**config.mk**
```make
export PLATFORM = sky130hd
export DESIGN_NAME = css_top
export DESIGN_NICKNAME = d
export VERILOG_FILES = /design/src/hw/css_pkg.sv /design/src/hw/css_sync.sv /design/src/hw/css_top.sv
export SDC_FILE = /design/constraint.sdc
export NUM_CORES = 1
export LEC_CHECK = 0
export BUFFER_PORTS_ARGS = -buffer_cell sky130_fd_sc_hd__buf_4
export CAP_MARGIN = 20
export CELL_PAD_IN_SITES_DETAIL_PLACEMENT = 1
export CELL_PAD_IN_SITES_GLOBAL_PLACEMENT = 1
export CORE_ASPECT_RATIO = 0.9
export CORE_UTILIZATION = 43
export DETAILED_ROUTE_END_ITERATION = 6
export GPL_TIMING_DRIVEN = 1
export PLACE_DENSITY = 0.91
export SYNTH_ARGS = -nofsm -noshare
export SYNTH_HDL_FRONTEND = slang
export SYNTH_SLANG_ARGS = --single-unit
```
**constraint.sdc**
```tcl
create_clock -name clk -period 4.6 [get_ports clk]
set_input_delay 0.46 -clock clk [delete_from_list [all_inputs] [get_ports clk]]
set_output_delay 0.46 -clock clk [all_outputs]
set_load 0.005 [all_outputs]
```
**src/hw/css_pkg.sv**
```systemverilog
// Purpose: Shared constants for the command set switchover block
// Assumes: 100 MHz clock, plain register port with one-cycle read data
// Notes:   Offsets are word addresses on the register port
package css_pkg;
  localparam int unsigned CLK_MHZ           = 100;
  localparam int unsigned SWITCH_TIME_US    = 4000;
  localparam int unsigned SWITCH_CYCLES     = SWITCH_TIME_US * CLK_MHZ;
  localparam int unsigned SETS_MAX          = 4;
  localparam int unsigned CMD_W             = 16;
  localparam logic [1:0]  SET_COUNT_RST     = 2'h2;
  localparam logic [2:0]  SET_COUNT_MIN     = 3'h2;
  localparam logic [2:0]  SET_COUNT_MAX     = 3'h4;
  localparam logic [3:0]  COMM_READY        = 4'h0;
  localparam logic [3:0]  COMM_DATA_SETS    = 4'hF;
  localparam logic [4:0]  OFS_SET_COUNT     = 5'h00;
  localparam logic [4:0]  OFS_COMM_STATE    = 5'h01;
  localparam logic [4:0]  OFS_ACTIVE_SET    = 5'h02;
  localparam logic [4:0]  OFS_COPY_SRC      = 5'h03;
  localparam logic [4:0]  OFS_COPY_DST      = 5'h04;
  localparam logic [4:0]  OFS_COPY_GO       = 5'h05;
  localparam logic [4:0]  OFS_SETPOINT_SRC  = 5'h06;
  localparam logic [4:0]  OFS_SETPOINT      = 5'h07;
  localparam logic [4:0]  OFS_SET_WORD0     = 5'h10;
  localparam logic [1:0]  SRC_AIN0          = 2'h0;
  localparam logic [1:0]  SRC_AIN1          = 2'h1;
  localparam logic [1:0]  SRC_NONE          = 2'h2;
endpackage

```
**src/hw/css_sync.sv**
```systemverilog
// Purpose: Two-flop synchroniser for the two selection pins
// Assumes: Pins are asynchronous to clk
// Notes:   First stage is read only by the second
module css_sync (
  input  wire logic       clk,
  input  wire logic       rst_b,
  input  wire logic       ce,
  input  wire logic [1:0] d,
  output logic      [1:0] q
);
  logic [1:0] s1_r;
  logic [1:0] s1_nxt;
  logic [1:0] q_nxt;
  always_comb begin
    s1_nxt = ce ? d : s1_r;
    q_nxt  = ce ? s1_r : q;
  end
  always_ff @(posedge clk) begin
    if (!rst_b) begin
      s1_r <= 2'h0;
      q    <= 2'h0;
    end else begin
      s1_r <= s1_nxt;
      q    <= q_nxt;
    end
  end
endmodule // css_sync

```
**src/hw/css_top.sv**
```systemverilog
// Purpose: Keeps command sets, selects the active one, copies sets, routes setpoint
// Assumes: Selection bits arrive on pins; analog values come from the same clock
// Notes:   Each set is one command word; the active word changes in one edge
module css_top #(
  parameter int unsigned SWITCH_CYC = css_pkg::SWITCH_CYCLES,
  parameter int unsigned CMD_W      = css_pkg::CMD_W
) (
  input  wire logic             clk,
  input  wire logic             rst_b,
  input  wire logic             ce,
  input  wire logic [1:0]       set_select_bit,
  input  wire logic [15:0]      analog_input_value0,
  input  wire logic [15:0]      analog_input_value1,
  input  wire logic [4:0]       addr,
  input  wire logic [31:0]      wdata,
  input  wire logic             wr,
  input  wire logic             rd,
  output logic      [31:0]      rdata,
  output logic      [1:0]       active_set_display,
  output logic      [CMD_W-1:0] command_word,
  output logic      [15:0]      main_setpoint,
  output logic                  switch_busy
);
  localparam int unsigned SW_W = $clog2(SWITCH_CYC + 1);

  typedef enum logic [1:0] {
    CSS_IDLE = 2'b00,
    CSS_WAIT = 2'b01,
    CSS_COPY = 2'b10
  } css_state_t;

  logic [1:0] sel_sync;
  css_sync u_sync (
    .clk   (clk),
    .rst_b (rst_b),
    .ce    (ce),
    .d     (set_select_bit),
    .q     (sel_sync)
  );

  css_state_t        st_r, st_nxt;
  logic [2:0]        count_r, count_nxt;
  logic [3:0]        comm_r, comm_nxt;
  logic [1:0]        act_r, act_nxt;
  logic [1:0]        pend_r, pend_nxt;
  logic [SW_W-1:0]   tmr_r, tmr_nxt;
  logic [1:0]        csrc_r, csrc_nxt;
  logic [1:0]        cdst_r, cdst_nxt;
  logic              cgo_r, cgo_nxt;
  logic [1:0]        spsrc_r, spsrc_nxt;
  logic [15:0]       sp_r, sp_nxt;
  logic [CMD_W-1:0]  cmd_r, cmd_nxt;
  logic              busy_r, busy_nxt;
  logic [31:0]       rdata_r, rdata_nxt;
  logic [CMD_W-1:0]  sets_r [css_pkg::SETS_MAX];
  logic [CMD_W-1:0]  sets_nxt [css_pkg::SETS_MAX];

  // Index the selection pins map to, limited by the configured count
  function automatic logic [1:0] css_pick(input logic [1:0] s, input logic [2:0] n);
    logic [2:0] w;
    w = {1'b0, s};
    if (n <= 3'h2) w = {2'h0, s[0]};
    if (w >= n) w = n - 3'h1;
    return w[1:0];
  endfunction

  logic [1:0] want;
  assign want = css_pick(sel_sync, count_r);

  always_comb begin
    st_nxt    = st_r;
    count_nxt = count_r;
    comm_nxt  = comm_r;
    act_nxt   = act_r;
    pend_nxt  = pend_r;
    tmr_nxt   = tmr_r;
    csrc_nxt  = csrc_r;
    cdst_nxt  = cdst_r;
    cgo_nxt   = cgo_r;
    spsrc_nxt = spsrc_r;
    sets_nxt  = sets_r;
    rdata_nxt = 32'h0;
    if (wr) begin
      unique case (addr)
        css_pkg::OFS_SET_COUNT:
          // Count is only accepted during data-set commissioning
          if (comm_r == css_pkg::COMM_DATA_SETS && wdata[2:0] >= css_pkg::SET_COUNT_MIN
              && wdata[2:0] <= css_pkg::SET_COUNT_MAX) count_nxt = wdata[2:0];
        css_pkg::OFS_COMM_STATE:   comm_nxt  = wdata[3:0];
        css_pkg::OFS_COPY_SRC:     csrc_nxt  = wdata[1:0];
        css_pkg::OFS_COPY_DST:     cdst_nxt  = wdata[1:0];
        css_pkg::OFS_COPY_GO:      if (wdata[0]) cgo_nxt = 1'b1;
        css_pkg::OFS_SETPOINT_SRC: spsrc_nxt = wdata[1:0];
        default:
          if (addr[4] && addr[3:2] == 2'h0) sets_nxt[addr[1:0]] = wdata[CMD_W-1:0];
      endcase
    end
    if (rd) begin
      unique case (addr)
        css_pkg::OFS_SET_COUNT:    rdata_nxt = {29'h0, count_r};
        css_pkg::OFS_COMM_STATE:   rdata_nxt = {28'h0, comm_r};
        css_pkg::OFS_ACTIVE_SET:   rdata_nxt = {30'h0, act_r};
        css_pkg::OFS_COPY_SRC:     rdata_nxt = {30'h0, csrc_r};
        css_pkg::OFS_COPY_DST:     rdata_nxt = {30'h0, cdst_r};
        css_pkg::OFS_COPY_GO:      rdata_nxt = {31'h0, cgo_r};
        css_pkg::OFS_SETPOINT_SRC: rdata_nxt = {30'h0, spsrc_r};
        css_pkg::OFS_SETPOINT:     rdata_nxt = {16'h0, sp_r};
        default:
          if (addr[4] && addr[3:2] == 2'h0)
            rdata_nxt = {{(32-CMD_W){1'b0}}, sets_r[addr[1:0]]};
      endcase
    end
    unique case (st_r)
      CSS_IDLE: begin
        if (cgo_r) begin
          st_nxt = CSS_COPY;
        end else if (want != act_r) begin
          st_nxt   = CSS_WAIT;
          pend_nxt = want;
          tmr_nxt  = '0;
        end
      end
      CSS_WAIT: begin
        // Fixed settle time keeps pin glitches from flipping the set
        if (want != pend_r) begin
          pend_nxt = want;
          tmr_nxt  = '0;
        end else if (tmr_r >= SW_W'(SWITCH_CYC - 1)) begin
          act_nxt = pend_r;
          st_nxt  = CSS_IDLE;
        end else begin
          tmr_nxt = tmr_r + SW_W'(1);
        end
      end
      CSS_COPY: begin
        sets_nxt[cdst_r] = sets_r[csrc_r];
        cgo_nxt = 1'b0;
        st_nxt  = CSS_IDLE;
      end
      default: st_nxt = CSS_IDLE;
    endcase
    cmd_nxt = sets_r[act_r];
    // Registered so the busy pin comes straight from a flop
    busy_nxt = (st_nxt == CSS_WAIT);
    unique case (spsrc_r)
      css_pkg::SRC_AIN0: sp_nxt = analog_input_value0;
      css_pkg::SRC_AIN1: sp_nxt = analog_input_value1;
      default:           sp_nxt = 16'h0;
    endcase
  end

  always_ff @(posedge clk) begin
    if (!rst_b) begin
      st_r    <= CSS_IDLE;
      count_r <= {1'b0, css_pkg::SET_COUNT_RST};
      comm_r  <= css_pkg::COMM_READY;
      act_r   <= 2'h0;
      pend_r  <= 2'h0;
      tmr_r   <= '0;
      csrc_r  <= 2'h0;
      cdst_r  <= 2'h0;
      cgo_r   <= 1'b0;
      spsrc_r <= css_pkg::SRC_NONE;
      sp_r    <= 16'h0;
      cmd_r   <= '0;
      busy_r  <= 1'b0;
      rdata_r <= 32'h0;
      for (int i = 0; i < css_pkg::SETS_MAX; i++) sets_r[i] <= '0;
    end else if (ce) begin
      st_r    <= st_nxt;
      count_r <= count_nxt;
      comm_r  <= comm_nxt;
      act_r   <= act_nxt;
      pend_r  <= pend_nxt;
      tmr_r   <= tmr_nxt;
      csrc_r  <= csrc_nxt;
      cdst_r  <= cdst_nxt;
      cgo_r   <= cgo_nxt;
      spsrc_r <= spsrc_nxt;
      sp_r    <= sp_nxt;
      cmd_r   <= cmd_nxt;
      busy_r  <= busy_nxt;
      rdata_r <= rdata_nxt;
      sets_r  <= sets_nxt;
    end
  end

  assign rdata              = rdata_r;
  assign active_set_display = act_r;
  assign command_word       = cmd_r;
  assign main_setpoint      = sp_r;
  assign switch_busy        = busy_r;

  count_range_a: assert property (@(posedge clk) disable iff (!rst_b)
    count_r >= css_pkg::SET_COUNT_MIN && count_r <= css_pkg::SET_COUNT_MAX)
    else $error("set count out of range");
  count_lock_a: assert property (@(posedge clk) disable iff (!rst_b)
    (comm_r != css_pkg::COMM_DATA_SETS) |=> $stable(count_r))
    else $error("set count changed outside commissioning");
  active_limit_a: assert property (@(posedge clk) disable iff (!rst_b)
    act_r < count_r[1:0] || count_r == 3'h4)
    else $error("active set beyond count");
  display_a: assert property (@(posedge clk) disable iff (!rst_b)
    (ce && rd && addr == css_pkg::OFS_ACTIVE_SET)
    |=> rdata == {30'h0, $past(active_set_display)})
    else $error("active set read differs from display");
  settle_a: assert property (@(posedge clk) disable iff (!rst_b)
    (st_r == CSS_WAIT && ce && tmr_r == '0) |-> $stable(act_r))
    else $error("set switched before settle time");
  settle_time_a: assert property (@(posedge clk) disable iff (!rst_b)
    $changed(act_r) |-> $past(st_r) == CSS_WAIT && $past(tmr_r) == SW_W'(SWITCH_CYC - 1))
    else $error("set switched without full settle time");
  copy_clear_a: assert property (@(posedge clk) disable iff (!rst_b)
    (st_r == CSS_COPY && ce) |=> !cgo_r && sets_r[cdst_r] == $past(sets_r[csrc_r]))
    else $error("copy not done or start not cleared");
  atomic_cmd_a: assert property (@(posedge clk) disable iff (!rst_b)
    ce |=> command_word == $past(sets_r[act_r]))
    else $error("command word not from active set");
  setpoint_src_a: assert property (@(posedge clk) disable iff (!rst_b)
    (ce && spsrc_r == css_pkg::SRC_AIN1) |=> main_setpoint == $past(analog_input_value1))
    else $error("setpoint not from analog input 1");
endmodule // css_top

```
==> impl_metrics.json <==
{
  "status": "completed",
  "synth_ff_type": "dfxtp_1",
  "placed_area_sq_mm": 0.00910,
  "period_minus_slack_ps": 3900,
  "pin_count": 143,
  "pwr-share-seq_pct": 47.0,
  "clock.fmax_mhz": 256,
  "p_leak_uw": 0.00354,
  "worst_pin_slew_ps": 1100,
  "io_buffers": 110,
  "cts-root-buf": "clkbuf_16",
  "wl_per_cell_um": 24.3,
  "start_util_pct": 44.3,
  "routed_wl_um": 30100,
  "syn_avg_cell_area_sq_um": 9.00,
  "cp-endpoint": "tmr_r[12]$_SDFFE_PN0P_",
  "final_nets": 1059,
  "synth.distinct_cells": 58,
  "netlist_area_sq_mm": 0.00820,
  "ant_nets": 0,
  "drtPass1Iterations": 5,
  "fin_hold_ws_ps": 258,
  "grt_util_all_layers_pct": 30.9,
  "finalCritPeriodShare_pct": 84.9,
  "setup_viol": 0,
  "cts_tree": "yes",
  "die_w_um": 148,
  "fin_setup_tns_ps": 0,
  "netSwitchingPower_uw": 779,
  "r2r-end": "tmr_r[12]$_SDFFE_PN0P_",
  "area_growth_pct": 17.5,
  "drv_slew": 0,
  "ir_drop_uv": 219,
  "synth_compound_area_share_pct": 22.4,
  "final_area_sq_mm": 0.00964,
  "rrSetupSlack_ps": 700,
  "drc": 0,
  "grt_setup_unrepaired": "no",
  "coreArea_sq_mm": 0.0185,
  "clock_skew_ps": 8.49,
  "cts_resized": 0,
  "min_path_type": "input pin to flip-flop",
  "rows": 47,
  "multi_input_area_sq_mm": 0.00469,
  "cts_sinks": 156,
  "dpl.cell_count": 1205,
  "numCtsBuffers": 17,
  "dp.final_hpwl_um": 18100,
  "ys_ff_latch": 156,
  "synth_xor_area_share_pct": 0,
  "ctsHtreeMaxLevel": 4,
  "yosysSeqAreaShare_pct": 38.1,
  "clk_latency_ps": 440,
  "seqCellArea_sq_mm": 0.00312,
  "p_per_area_mw_per_mm2": 302,
  "clock_power_share_pct": 46.1,
  "combPwrFrac_pct": 6.9,
  "synthMuxAreaShare_pct": 19.8,
  "reg2reg_depth": 12,
  "synth-adder-area-share_pct": 0.610,
  "start_kind": "flip-flop",
  "setup.worst_path.class": "flip-flop to flip-flop",
  "n_antenna_cell": 0,
  "cts_hold_buf": 0,
  "synth-simple-area-share_pct": 13.5,
  "swShare_pct": 26.8,
  "clk_pin_slew_ps": 70,
  "vias": 8271,
  "first_global_vias": 8490,
  "antenna_found_initial": 0,
  "synth_cells": 911,
  "grt_pass1_wl_um": 47000,
  "post-place-ws_ps": 985,
  "crit_path_end_kind": "flip-flop",
  "required_ps": 4940,
  "synth_edf_count": 0,
  "gr-total-overflow": 0,
  "p_int_uw": 2130,
  "synthArstFlopShare_pct": 0,
  "r2r_start": "count_r[0]$_SDFFE_PN0P_",
  "gp_congestion": 0.814,
  "synth_warnings": 0,
  "slew_headroom_pct": 26.4,
  "drv_cap": 0,
  "drtIter0Drc": 1010,
  "synth_top_family_by_area": "compound AO/OA/AOI/OAI gates",
  "cp_max_fo": 9,
  "stdcell_count": 1237,
  "nFillCells": 2140,
  "via_per_inst": 6.69,
  "grt_max_degree": 76,
  "postLayoutSetupSlackWorst_ps": 697,
  "hold_viol_final": 0,
  "crit_arrival_ps": 4240,
  "cts_setup_buffers": 0,
  "drive_above_1_share_pct": 21.8,
  "clk_path_buf_depth": 2,
  "fp.dieH_um": 133,
  "die_area_sq_mm": 0.0196,
  "crit_start": "count_r[0]$_SDFFE_PN0P_"
}
-- registers in the layout (all words and copies together) (netlist names), 3 cells and up --
register       flops
main_setpoint     16
sets_r            64
command_word      16
rdata             16
comm_r             4
count_r            3
tmr_r             19
-- cells in the mapped netlist, drive strengths merged, types with 2 or more instances --
library cell / number / share of area [%]
nor3b: 2 / 0.18
nand2b: 5 / 0.38
or3: 6 / 0.46
o221a: 2 / 0.27
nand3b: 5 / 0.46
o211ai: 6 / 0.55
dfxtp: 156 / 38
nor2: 105 / 4.8
clkbuf: 59 / 2.7
a31oi: 4 / 0.31
or4: 7 / 0.73
nand4: 9 / 0.69
mux4: 50 / 14
o311ai: 8 / 0.85
nor2b: 4 / 0.31
a21oi: 114 / 7.0
a21boi: 2 / 0.18
o22ai: 66 / 5.0
and2: 4 / 0.31
o41ai: 2 / 0.21
mux2i: 50 / 6.1
a211oi: 3 / 0.27
or3b: 2 / 0.21
inv: 14 / 0.64
and3: 6 / 0.46
o31ai: 7 / 0.64
nor4: 2 / 0.15
o21ai: 74 / 4.5
o21a: 3 / 0.27
buf: 31 / 2.3
nand3: 28 / 1.7
nand4b: 2 / 0.21
nor3: 11 / 0.67
nand2: 31 / 1.4
ha: 4 / 0.61
a22oi: 13 / 1.2
-- power groups by stage --
stage               registers, uW  clock network (uW)  logic, uW
global route                 1370                1400        210
floorplan                    1390                   0        118
CTS                          1370                1340        195
detailed placement           1400                   0        191
global placement             1400                   0        187
finish                       1370                1340        200
-- logic make-up after synthesis --
logic type / Yosys count
DFF: 156
AOI/OAI and AO/OA: 314
and+or+nand+nor: 232
adders and majority gates: 4
muxes: 100
buffers and inverters: 104
other: 1
-- placed cells by master (no fill, tap or decap), drive strengths merged, types with 8 or more instances in the layout --
cell,instances
o311ai,8
a21oi,114
dfxtp,156
conb,16
o21ai,74
buf,124
mux2i,50
nor2,105
nand2,31
mux4,50
clkbuf,17
nand3,28
nor3,11
o22ai,66
inv,19
a22oi,13
nand4,9
-- metrics by stage --
stage          power, uW  util, %
4_1_cts             2900     52.0
3_5_place_dp        1590     49.1
3_3_place_gp        1580     49.1
6_report            2910     52.0
5_1_grt             2980     52.0
2_1_floorplan       1510        -
-- routing by layer --
metal	GRT usage (%)	vias up	wire length (um)
met5	0	-	0
met4	18.0	0	1420
met3	6.79	150	2540
met2	49.7	511	14100
met1	38.1	4061	12000
li1	-	3549	-
-- critical path, stage by stage (launching register included) --
cell      delay [ps]
dfxtp_1          400
inv_1            130
ha_1             170
nor2b_1           80
o21a_1           180
ha_1             240
nor3b_1          570
o221ai_1         360
a21boi_0         370
o21ai_1          310
o211ai_1         610
nor3_1           110
o221a_2          260
-- worst min-delay path by stage --
stage	startpoint	end	slack, ps	cells after the start
after detailed placement	spsrc_r[1]$_SDFFE_PN1P_	spsrc_r[1]$_SDFFE_PN1P_	480	2
after global routing	set_select_bit[0]	u_sync.s1_r[0]$_SDFFE_PN0P_	270	3
after CTS	set_select_bit[0]	u_sync.s1_r[0]$_SDFFE_PN0P_	260	3
final	set_select_bit[0]	u_sync.s1_r[0]$_SDFFE_PN0P_	260	3
after floorplan	tmr_r[18]$_SDFFE_PN0P_	tmr_r[18]$_SDFFE_PN0P_	430	2
after global placement	tmr_r[18]$_SDFFE_PN0P_	tmr_r[18]$_SDFFE_PN0P_	450	2
-- layout make-up --
class | count | area share [%]
flip-flops and latches | 156 | 32.4
clock inverters | 15 | 1.21
clock buffers | 17 | 4.41
repair buffers | 124 | 9.66
multi-input cells | 666 | 48.6
inverters | 14 | 0.545
well taps | 245 | 3.18
No activity file was read; power rests on OpenSTA's default activity.
